File: config.mk
export PLATFORM = sky130hd
export DESIGN_NAME = csiwe_top
export DESIGN_NICKNAME = d
export VERILOG_FILES = /design/src/shared/csiwe_pkg.sv /design/src/shared/csiwe_route_if.sv /design/src/design/csiwe_router.sv /design/src/design/csiwe_top.sv
export VERILOG_INCLUDE_DIRS = /design/src /design/src/shared
export SDC_FILE = /design/constraint.sdc
export NUM_CORES = 1
export LEC_CHECK = 0
export BUFFER_PORTS_ARGS = -buffer_cell sky130_fd_sc_hd__clkbuf_2
export CORE_ASPECT_RATIO = 1.4
export CORE_MARGIN = 10
export CORE_UTILIZATION = 25
export DETAILED_ROUTE_END_ITERATION = 10
export GPL_ROUTABILITY_DRIVEN = 0
export HOLD_SLACK_MARGIN = 0.1
export PLACE_DENSITY = 0.43
export SYNTH_ARGS = -nofsm -noshare
export SYNTH_HDL_FRONTEND = slang
export SYNTH_HIERARCHICAL = 1
export SYNTH_SLANG_ARGS = --single-unit
File: constraint.sdc
create_clock -name clk_i -period 2.05 [get_ports clk_i]
set_clock_uncertainty 0.1 [all_clocks]
set_input_delay 0.615 -clock clk_i [delete_from_list [all_inputs] [get_ports clk_i]]
set_output_delay 0.615 -clock clk_i [all_outputs]
set_load 0.02 [all_outputs]
File: src/shared/csiwe_regs.svh
`ifndef CSIWE_REGS_SVH
`define CSIWE_REGS_SVH
// register offsets inside the legacy socket register space
`define CSIWE_OFS_IRQ_CFG 8'h05
`define CSIWE_OFS_WIN_EN 8'h06
// reset values
`define CSIWE_RST_IRQ_CFG 8'h00
`define CSIWE_RST_WIN_EN 8'h00
// configuration register fields
`define CSIWE_SEL_MSB 7
`define CSIWE_SEL_LSB 4
`define CSIWE_SEL_NONE 4'h0
`define CSIWE_SEL_SMI 4'h2
`define CSIWE_BIT_CD 3
`define CSIWE_BIT_READY 2
`define CSIWE_BIT_BWARN 1
`define CSIWE_BIT_BDEAD 0
// window enable register fields
`define CSIWE_BIT_IO1 7
`define CSIWE_BIT_IO0 6
`define CSIWE_BIT_RSVD 5
`define CSIWE_MEM_MSB 4
`define CSIWE_WIN_WMASK 8'hdf
// synchronised pin indices
`define CSIWE_PIN_CDA 0
`define CSIWE_PIN_CDB 1
`define CSIWE_PIN_READY 2
`define CSIWE_PIN_BWARN 3
`define CSIWE_PIN_BDEAD 4
`define CSIWE_PIN_CARD_STATUS_CHANGE_SIGNAL 5
`define CSIWE_PIN_COUNT 6
`endif

File: src/shared/csiwe_pkg.sv
package csiwe_pkg;
  typedef logic [7:0] csiwe_byte_t;
  typedef logic [3:0] csiwe_sel_t;
  typedef logic [3:0] csiwe_flags_t;
  typedef logic [15:0] csiwe_legacy_t;
endpackage : csiwe_pkg

File: src/shared/csiwe_route_if.sv
`timescale 1ns/1ps
// carries the interrupt request and routing settings to the router
interface csiwe_route_if;
  import csiwe_pkg::*;
  logic req;
  csiwe_sel_t sel;
  logic diag;
  logic to_pci;
  csiwe_legacy_t legacy;
  logic smi;
  logic pci;
  modport ctrl (output req, sel, diag, to_pci, input legacy, smi, pci);
  modport router (input req, sel, diag, to_pci, output legacy, smi, pci);
endinterface : csiwe_route_if

File: src/design/csiwe_router.sv
`timescale 1ns/1ps
`include "csiwe_regs.svh"
module csiwe_router (
  // clock and reset
  input wire logic clk_i,
  input wire logic srst_i,
  // routing request and result
  csiwe_route_if.router rt
);
  import csiwe_pkg::*;

  logic go_pci;
  csiwe_legacy_t next_legacy;
  logic next_smi;
  logic next_pci;

  // pick at most one destination for the request
  assign go_pci = rt.to_pci | ((rt.sel == `CSIWE_SEL_NONE) & rt.diag);
  always_comb begin
    next_legacy = '0;
    next_smi = 1'b0;
    next_pci = 1'b0;
    if (rt.req) begin
      if (go_pci) begin
        next_pci = 1'b1;
      end else if (rt.sel == `CSIWE_SEL_SMI) begin
        next_smi = 1'b1;
      end else if (rt.sel != `CSIWE_SEL_NONE) begin
        next_legacy[rt.sel] = 1'b1;
      end
    end
  end

  // registered destination lines
  always_ff @(posedge clk_i) begin
    if (srst_i) begin
      rt.legacy <= '0;
      rt.smi <= 1'b0;
      rt.pci <= 1'b0;
    end else begin
      rt.legacy <= next_legacy;
      rt.smi <= next_smi;
      rt.pci <= next_pci;
    end
  end
endmodule : csiwe_router

File: src/design/csiwe_top.sv
`timescale 1ns/1ps
`include "csiwe_regs.svh"
// Contract
// - select field bits 7..4 routes status-change interrupts; 0000 drives none, resets there
// - nonzero codes drive that numbered legacy line; code 0010 drives smi instead
// - select 0000 with diagnostic bit set sends interrupts to pci, route bit ignored
// - diagnostic bit clear: software sets route bit for pci, device honours it
// - card detect changes interrupt only while enable bit 3 is set
// - ready rising edge interrupts only while enable bit 2 set; resets to 0
// - battery warning interrupts only while enable bit 1 set; resets to 0
// - bit 0 enables battery dead or card status change interrupts; resets to 0
// - window register bit 7 enables io window 1, bit 6 io window 0
// - window register bits 4..0 enable memory windows 4..0
// - cycles to a disabled window are never claimed
// - all windows disabled after reset
// - window register bit 5 ignores writes and reads 0
// - flag of a disabled source reads 0; enabled source sets flag when active
// - route bit set sends interrupts to pci; clear follows select field
// - with an io card the ready flag always reads 0
module csiwe_top #(
  parameter int IO_WINDOWS = 2,
  parameter int MEM_WINDOWS = 5
) (
  // clock and reset
  input wire logic clk_i,
  input wire logic srst_i,
  // socket register port
  input wire csiwe_pkg::csiwe_byte_t reg_addr_i,
  input wire logic reg_wr_i,
  input wire logic reg_rd_i,
  input wire csiwe_pkg::csiwe_byte_t reg_wdata_i,
  output csiwe_pkg::csiwe_byte_t reg_rdata_o,
  output logic reg_rvalid_o,
  // settings held elsewhere in the bridge
  input wire logic card_is_io_i,
  input wire logic status_change_to_pci_route_i,
  input wire logic diag_status_change_pci_route_i,
  // card pins, asynchronous
  input wire logic card_detect_a_n_i,
  input wire logic card_detect_b_n_i,
  input wire logic card_ready_i,
  input wire logic battery_warning_i,
  input wire logic battery_dead_i,
  input wire logic card_status_change_signal_n_i,
  // status-change flags
  input wire csiwe_pkg::csiwe_flags_t change_flag_clear_i,
  output csiwe_pkg::csiwe_flags_t change_flags_o,
  output logic status_change_interrupt_o,
  // interrupt destinations
  output csiwe_pkg::csiwe_legacy_t legacy_irq_o,
  output logic smi_o,
  output logic pci_int_o,
  // window decode
  input wire logic [IO_WINDOWS-1:0] io_window_hit_i,
  input wire logic [MEM_WINDOWS-1:0] mem_window_hit_i,
  output logic [IO_WINDOWS-1:0] io_window_claim_o,
  output logic [MEM_WINDOWS-1:0] mem_window_claim_o
);
  import csiwe_pkg::*;

  // refuse window counts the register layout cannot hold
  if (IO_WINDOWS != 2 || MEM_WINDOWS != 5) begin : g_bad_param
    $error("csiwe_top supports two io and five memory windows only");
  end

  // register state
  csiwe_byte_t irq_cfg;
  csiwe_byte_t win_en;
  csiwe_byte_t next_irq_cfg;
  csiwe_byte_t next_win_en;
  csiwe_byte_t next_rdata;
  logic next_rvalid;

  // register writes and reads
  always_comb begin
    next_irq_cfg = irq_cfg;
    next_win_en = win_en;
    next_rdata = '0;
    next_rvalid = reg_rd_i;
    if (reg_wr_i && reg_addr_i == `CSIWE_OFS_IRQ_CFG) begin
      next_irq_cfg = reg_wdata_i;
    end
    if (reg_wr_i && reg_addr_i == `CSIWE_OFS_WIN_EN) begin
      next_win_en = reg_wdata_i & `CSIWE_WIN_WMASK;
    end
    if (reg_rd_i) begin
      case (reg_addr_i)
        `CSIWE_OFS_IRQ_CFG: next_rdata = irq_cfg;
        `CSIWE_OFS_WIN_EN: next_rdata = win_en & `CSIWE_WIN_WMASK;
        default: next_rdata = '0;
      endcase
    end
  end

  // register flops
  always_ff @(posedge clk_i) begin
    if (srst_i) begin
      irq_cfg <= `CSIWE_RST_IRQ_CFG;
      win_en <= `CSIWE_RST_WIN_EN;
      reg_rdata_o <= '0;
      reg_rvalid_o <= 1'b0;
    end else begin
      irq_cfg <= next_irq_cfg;
      win_en <= next_win_en;
      reg_rdata_o <= next_rdata;
      reg_rvalid_o <= next_rvalid;
    end
  end

  // named views of the configuration fields
  csiwe_sel_t status_change_irq_select;
  logic card_detect_irq_enable;
  logic ready_rise_irq_enable;
  logic battery_warning_irq_enable;
  logic battery_dead_irq_enable;
  assign status_change_irq_select = irq_cfg[`CSIWE_SEL_MSB:`CSIWE_SEL_LSB];
  assign card_detect_irq_enable = irq_cfg[`CSIWE_BIT_CD];
  assign ready_rise_irq_enable = irq_cfg[`CSIWE_BIT_READY];
  assign battery_warning_irq_enable = irq_cfg[`CSIWE_BIT_BWARN];
  assign battery_dead_irq_enable = irq_cfg[`CSIWE_BIT_BDEAD];

  // named views of the window enables
  logic io_window_one_enable;
  logic io_window_zero_enable;
  logic [MEM_WINDOWS-1:0] mem_window_enable;
  assign io_window_one_enable = win_en[`CSIWE_BIT_IO1];
  assign io_window_zero_enable = win_en[`CSIWE_BIT_IO0];
  assign mem_window_enable = win_en[`CSIWE_MEM_MSB:0];

  // a cycle is claimed only for a window that is enabled
  assign io_window_claim_o = io_window_hit_i & {io_window_one_enable, io_window_zero_enable};
  assign mem_window_claim_o = mem_window_hit_i & mem_window_enable;

  // pin synchronisers and edge history
  logic [`CSIWE_PIN_COUNT-1:0] pin_raw;
  logic [`CSIWE_PIN_COUNT-1:0] pin_meta;
  logic [`CSIWE_PIN_COUNT-1:0] pin_sync;
  logic [`CSIWE_PIN_COUNT-1:0] pin_prev;
  assign pin_raw[`CSIWE_PIN_CDA] = card_detect_a_n_i;
  assign pin_raw[`CSIWE_PIN_CDB] = card_detect_b_n_i;
  assign pin_raw[`CSIWE_PIN_READY] = card_ready_i;
  assign pin_raw[`CSIWE_PIN_BWARN] = battery_warning_i;
  assign pin_raw[`CSIWE_PIN_BDEAD] = battery_dead_i;
  assign pin_raw[`CSIWE_PIN_CARD_STATUS_CHANGE_SIGNAL] = ~card_status_change_signal_n_i;

  // two flops per pin, then one history flop for edges
  for (genvar p = 0; p < `CSIWE_PIN_COUNT; p++) begin : g_sync
    logic next_meta;
    logic next_sync;
    logic next_prev;
    always_comb begin
      next_meta = pin_raw[p];
      next_sync = pin_meta[p];
      next_prev = pin_sync[p];
    end
    always_ff @(posedge clk_i) begin
      if (srst_i) begin
        pin_meta[p] <= 1'b0;
        pin_sync[p] <= 1'b0;
        pin_prev[p] <= 1'b0;
      end else begin
        pin_meta[p] <= next_meta;
        pin_sync[p] <= next_sync;
        pin_prev[p] <= next_prev;
      end
    end
  end

  // source events, each as a one-cycle pulse
  logic cd_change;
  logic ready_rise;
  logic bwarn_rise;
  logic bdead_cond;
  logic bdead_prev;
  logic bdead_rise;
  assign cd_change = (pin_sync[`CSIWE_PIN_CDA] ^ pin_prev[`CSIWE_PIN_CDA])
    | (pin_sync[`CSIWE_PIN_CDB] ^ pin_prev[`CSIWE_PIN_CDB]);
  assign ready_rise = pin_sync[`CSIWE_PIN_READY] & ~pin_prev[`CSIWE_PIN_READY];
  assign bwarn_rise = pin_sync[`CSIWE_PIN_BWARN] & ~pin_prev[`CSIWE_PIN_BWARN];
  // memory cards report battery dead, io cards report the status-change pin
  assign bdead_cond = card_is_io_i ? pin_sync[`CSIWE_PIN_CARD_STATUS_CHANGE_SIGNAL] : pin_sync[`CSIWE_PIN_BDEAD];
  assign bdead_prev = card_is_io_i ? pin_prev[`CSIWE_PIN_CARD_STATUS_CHANGE_SIGNAL] : pin_prev[`CSIWE_PIN_BDEAD];
  assign bdead_rise = bdead_cond & ~bdead_prev;

  // per-flag set and enable vectors
  csiwe_flags_t flag_set;
  csiwe_flags_t flag_en;
  assign flag_set[`CSIWE_BIT_CD] = cd_change;
  assign flag_set[`CSIWE_BIT_READY] = ready_rise;
  assign flag_set[`CSIWE_BIT_BWARN] = bwarn_rise;
  assign flag_set[`CSIWE_BIT_BDEAD] = bdead_rise;
  assign flag_en[`CSIWE_BIT_CD] = card_detect_irq_enable;
  assign flag_en[`CSIWE_BIT_READY] = ready_rise_irq_enable & ~card_is_io_i;
  assign flag_en[`CSIWE_BIT_BWARN] = battery_warning_irq_enable;
  assign flag_en[`CSIWE_BIT_BDEAD] = battery_dead_irq_enable;

  // sticky flags: a set in the clear cycle wins, a disabled source holds 0
  csiwe_flags_t next_flags;
  always_comb begin
    next_flags = ((change_flags_o & ~change_flag_clear_i) | flag_set) & flag_en;
  end
  always_ff @(posedge clk_i) begin
    if (srst_i) begin
      change_flags_o <= '0;
    end else begin
      change_flags_o <= next_flags;
    end
  end

  // request is the or of all enabled set flags
  assign status_change_interrupt_o = |change_flags_o;

  // routing to a single destination
  csiwe_route_if rt ();
  assign rt.req = status_change_interrupt_o;
  assign rt.sel = status_change_irq_select;
  assign rt.diag = diag_status_change_pci_route_i;
  assign rt.to_pci = status_change_to_pci_route_i;
  assign legacy_irq_o = rt.legacy;
  assign smi_o = rt.smi;
  assign pci_int_o = rt.pci;

  csiwe_router u_router (
    .clk_i (clk_i),
    .srst_i (srst_i),
    .rt (rt)
  );
endmodule : csiwe_top

Word-level counts from Yosys, hierarchy flattened
Cells that the tools add are included.

Output and inout port bits: 39. Bits of input ports: 40. Bits in registers: 64. Word-level logic and storage cells: 71.

Bitwise operators: 23. Equal/unequal tests: 3. Order comparisons: 2. Muxes and demuxes: 7. Reductions and logical operators: 10.

Operators with widths (count): == test 8 x 3 -> 1 bit, second input constant (2); case mux 8 bit (2 select lines) (1); AND 4 bit (2); inverter 1 bit (8); AND 1 bit (5); AND 5 bit (1); < comparator 4 x 5 -> 1 bit, second input constant (1); two-way mux 1 bit (5); OR reduction 5 bit (1); demux 1 bit (select 4 bit) (1); == test 4 x 2 -> 1 bit, second input constant (1); >= comparator 4 x 1 -> 1 bit, second input constant (1); zero test 4 bit (1); inverter 4 bit (1); bitwise OR 4 bit (1); nonzero test 4 bit (1); OR reduction 2 bit (2); OR reduction 4 bit (1); logical AND 1 bit (3); OR reduction 3 bit (1); AND 2 bit (1); bitwise OR 1 bit (2); bitwise XOR 1 bit (2).

Longest topological paths before layout
Depth after elaboration: 5. Depth in mapped cells: 5. Mapped depth without buffers: 3.

By module
The synthesis kept the hierarchy.

By module, submodules not included: csiwe_top (area each 1669.1 µm², cells each 157, times used 1, seq. area each 920.9 µm²); csiwe_router (area each 576.8 µm², cells each 48, times used 1, seq. area each 360.3 µm²).

Worst setup path before layout
OpenSTA, ideal clock, no wires.

Path type: register to output. From: register change_flags_o[2]. To: output port status_change_interrupt_o. Arrival time: 1.048 ns. Required time: 1.335 ns. Stages on the path, launching flop included: 2. Path buffers: 0. Setup slack: 0.287 ns. Path through: dfxtp_1 or4_1.

Word-level cells in the longest chain between the ends: 1.

RTL lines: start: declaration (line csiwe_top.sv:47) `output csiwe_pkg::csiwe_flags_t change_flags_o,`; start signal: assignment (line csiwe_top.sv:206) `change_flags_o <= next_flags;`; OR reduction 4 bit (line csiwe_top.sv:211) `assign status_change_interrupt_o = |change_flags_o;`; end: declaration (line csiwe_top.sv:48) `output logic status_change_interrupt_o,`.

Every way passes these cells.

Worst setup path in the final report
Same ends and word-level chain as after synthesis.

==> reports/metrics.cfg <==
[global_route]
overflow = 0
grt_use_total_pct = 8.82
grt_max_degree = 34
grt_pass1_vias = 1720
grtUsageMet1_pct = 9.46
antenna_found_initial = 0
use_met2_pct = 13.6
met3_usage_pct = 3.46
grt_pass1_wl_mm = 8.94
busiest_layer = met2

[sta]
fin_crit_sh_pct = 101
grt_setup_unrepaired = true
setup_ws_ps = -27.4
whs_ps = 332
slew_violations = 0
hold_violations = 0
max_freq_mhz = 481
tns_ps = -27.4
setup_viol = 1
fin_crit_ps = 2080

[worst_setup_path]
path_cells = or4_4 > buf_8
cp_max_fo = 5
worst-path-buf-inv = 1
cpPeakStageDelay_ps = 570
end_kind = output port
cp_data_arrival_time_ps = 1360
cp_data_required_time_ps = 1330
startpoint_type = flop
critPathTopFamily = simple AND/OR/NAND/NOR gates
r2r-end = u_router/rt.legacy[13]
rr_worst_depth = 3
r2r-start = change_flags_o[2]
rrSetupSlack_ps = 440
critPathKind = reg2out
cp_slowest_cell = or4_4

[pwr]
power_density_nw_per_um2 = 941
ir_drop_uv = 440
p_leak_nw = 1.32

[clocking]
cts_tree = yes
clock_path_buffers = 2
clock_latency_ps = 320
cts_root_buf = clkbuf_16
h-tree-depth = 3
clk_pin_slew_worst_paths_ps = 50
numCtsBuffers = 9
clock-sinks = 64
cts_hold_buf = 0

[placement]
dp_cells = 385
hpwl_mm = 4.41
io_buffers = 78
dp_slack_ps = 139

[route]
wirelength_mm = 5.68
wire_per_inst_um = 14.1
drt_first_pass_iters = 4
final_antenna_net_count = 0
drtIter0Drc = 24
vias_per_cell = 4.13
vias = 1664
route.detailed.drc = 0

[logic_synthesis]
synth_warnings = 6
synth_top_family_by_area = simple AND/OR/NAND/NOR gates
avgSynthCellArea_um2 = 11.0
synth_seq_cells = 64
synth_area_um2 = 2250
async_reset_ff_share_pct = 0
synth_edf_count = 0
synth_top_area_share_pct = 57.0
synth_area_leader_cell = dfxtp_1
yosys.area_share.simple_pct = 27.9
synth_most_common_cell = dfxtp_1
netlist_instances = 205
synth-seq-area-share_pct = 57.0
synth_top_flop_cell = dfxtp_1
synthXorXnorAreaFrac_pct = 0.780
synthMuxAreaShare_pct = 6.69
synthTopCellsByArea = dfxtp_1, nand2b_1, mux2i_1, nor2b_1, a22oi_1
yosys-top-cells-count = dfxtp_1, nand2b_1, nor2b_1, mux2i_1, nor2_1
synth.distinct_cells = 30
synth-compound-area-share_pct = 4.29
synthAdderAreaFrac_pct = 0

[floorplanning]
dieArea_um2 = 13200
initial_utilization_pct = 25.9
core_area_um2 = 8660
die-width_um = 100
rows = 40
io_pins = 79
chipHeight_um = 132

[cells_and_area]
syn_to_final_growth_pct = 38.7
final_cell_count_no_fill = 403
layout-drive-gt1-share_pct = 37.9
layout.nets = 334
utilization_pct = 36.0
antenna_cells = 0
fillerInstances = 917

[outcome]
violations = negative setup slack
run_status = finished, violations left

[worst_hold_path]
hold_depth = 1
hp-class = reg2reg
hold_start = g_sync[5].next_sync
min_to = g_sync[5].next_prev

[flow_run]
drv_cap = 0

power breakdown:
part | internal (mW) | total [mW] | leakage (nW) | switching, mW
combinational | 0.0600 | 0.110 | 0.654 | 0.0502
clock | 1.05 | 1.55 | 0.149 | 0.501
sequential | 1.26 | 1.27 | 0.521 | 0.00492
logic make-up (layout without fill, tap and decap cells):
family	count (synthesis)	count (layout)
xor+xnor	2	2
buf+inv	14	106
compound gates	13	13
mux	15	15
other cells	1	2
simple gates	96	96
flops	64	64
worst reg2reg max path, delay by kind of cell, from the launching register on:
| kind | cells | cell delay (ps) |
|---|---|---|
| flops | 1 | 320 |
| simple gates | 3 | 1070 |
cell type report:
cell class	instances	area (µm²)	area share, %
clock buffers	11	233	7.47
clock inverters	4	70.1	2.25
inverters	4	15.0	0.482
multi-input cells	128	901	28.9
flip-flops and latches	64	1280	41.2
well taps	105	131	4.22
repair buffers	87	480	15.4
sequential cells by signal, summed over array words and instances (netlist names):
name / flops
reg_rdata_o: 8
u_router/rt.smi: 1
u_router/rt.legacy: 16
u_router/rt.pci: 1
pin_prev: 6
irq_cfg: 8
win_en: 7
g_sync.next_sync: 6
reg_rvalid_o: 1
change_flags_o: 4
g_sync.next_prev: 6
layer usage:
| layer | vias up | wire, µm |
|---|---|---|
| li1 | 868 | - |
| met1 | 732 | 2360 |
| met2 | 52 | 2710 |
| met3 | 12 | 451 |
| met4 | 0 | 170 |
| met5 | - | 0 |
per-stage QoR:
step / power, mW / area [µm²]
2_1_floorplan: 1.34 / 2250
3_3_place_gp: 1.41 / 2770
3_5_place_dp: 1.41 / 2770
4_1_cts: 2.98 / 3110
5_1_grt: 3.05 / 3120
6_report: 2.93 / 3120
cell usage in the layout, fill, tap and decap left out, types with 3 or more instances in the layout:
master,n
nor4_2,4
nand2_1,3
buf_4,8
clkbuf_16,9
nor2_1,10
nor3_1,8
inv_1,4
dfxtp_2,3
a22oi_1,8
nand2b_1,30
nor2b_1,22
mux2i_1,15
dfxtp_1,61
and2_1,7
clkbuf_2,77
worst max path at each step:
stage | start | endpoint | slack [ps] | depth (start not counted)
5_1_grt | change_flags_o[2] | status_change_interrupt_o | -70 | 2
3_5_place_dp | reg_addr_i[5] | irq_cfg[6] | 140 | 4
2_1_floorplan | change_flags_o[2] | status_change_interrupt_o | 290 | 1
6_report | change_flags_o[2] | status_change_interrupt_o | -30 | 2
3_3_place_gp | reg_addr_i[5] | irq_cfg[5] | 160 | 4
4_1_cts | change_flags_o[0] | status_change_interrupt_o | -50 | 2
timing repair:
action                                  4_1_cts  5_1_grt
pin swaps                                     1        1
setup buffers                                 2        1
endpoints found under the setup margin        1        1
resized for setup                             5        2
Power figures use the tool's default switching activity.
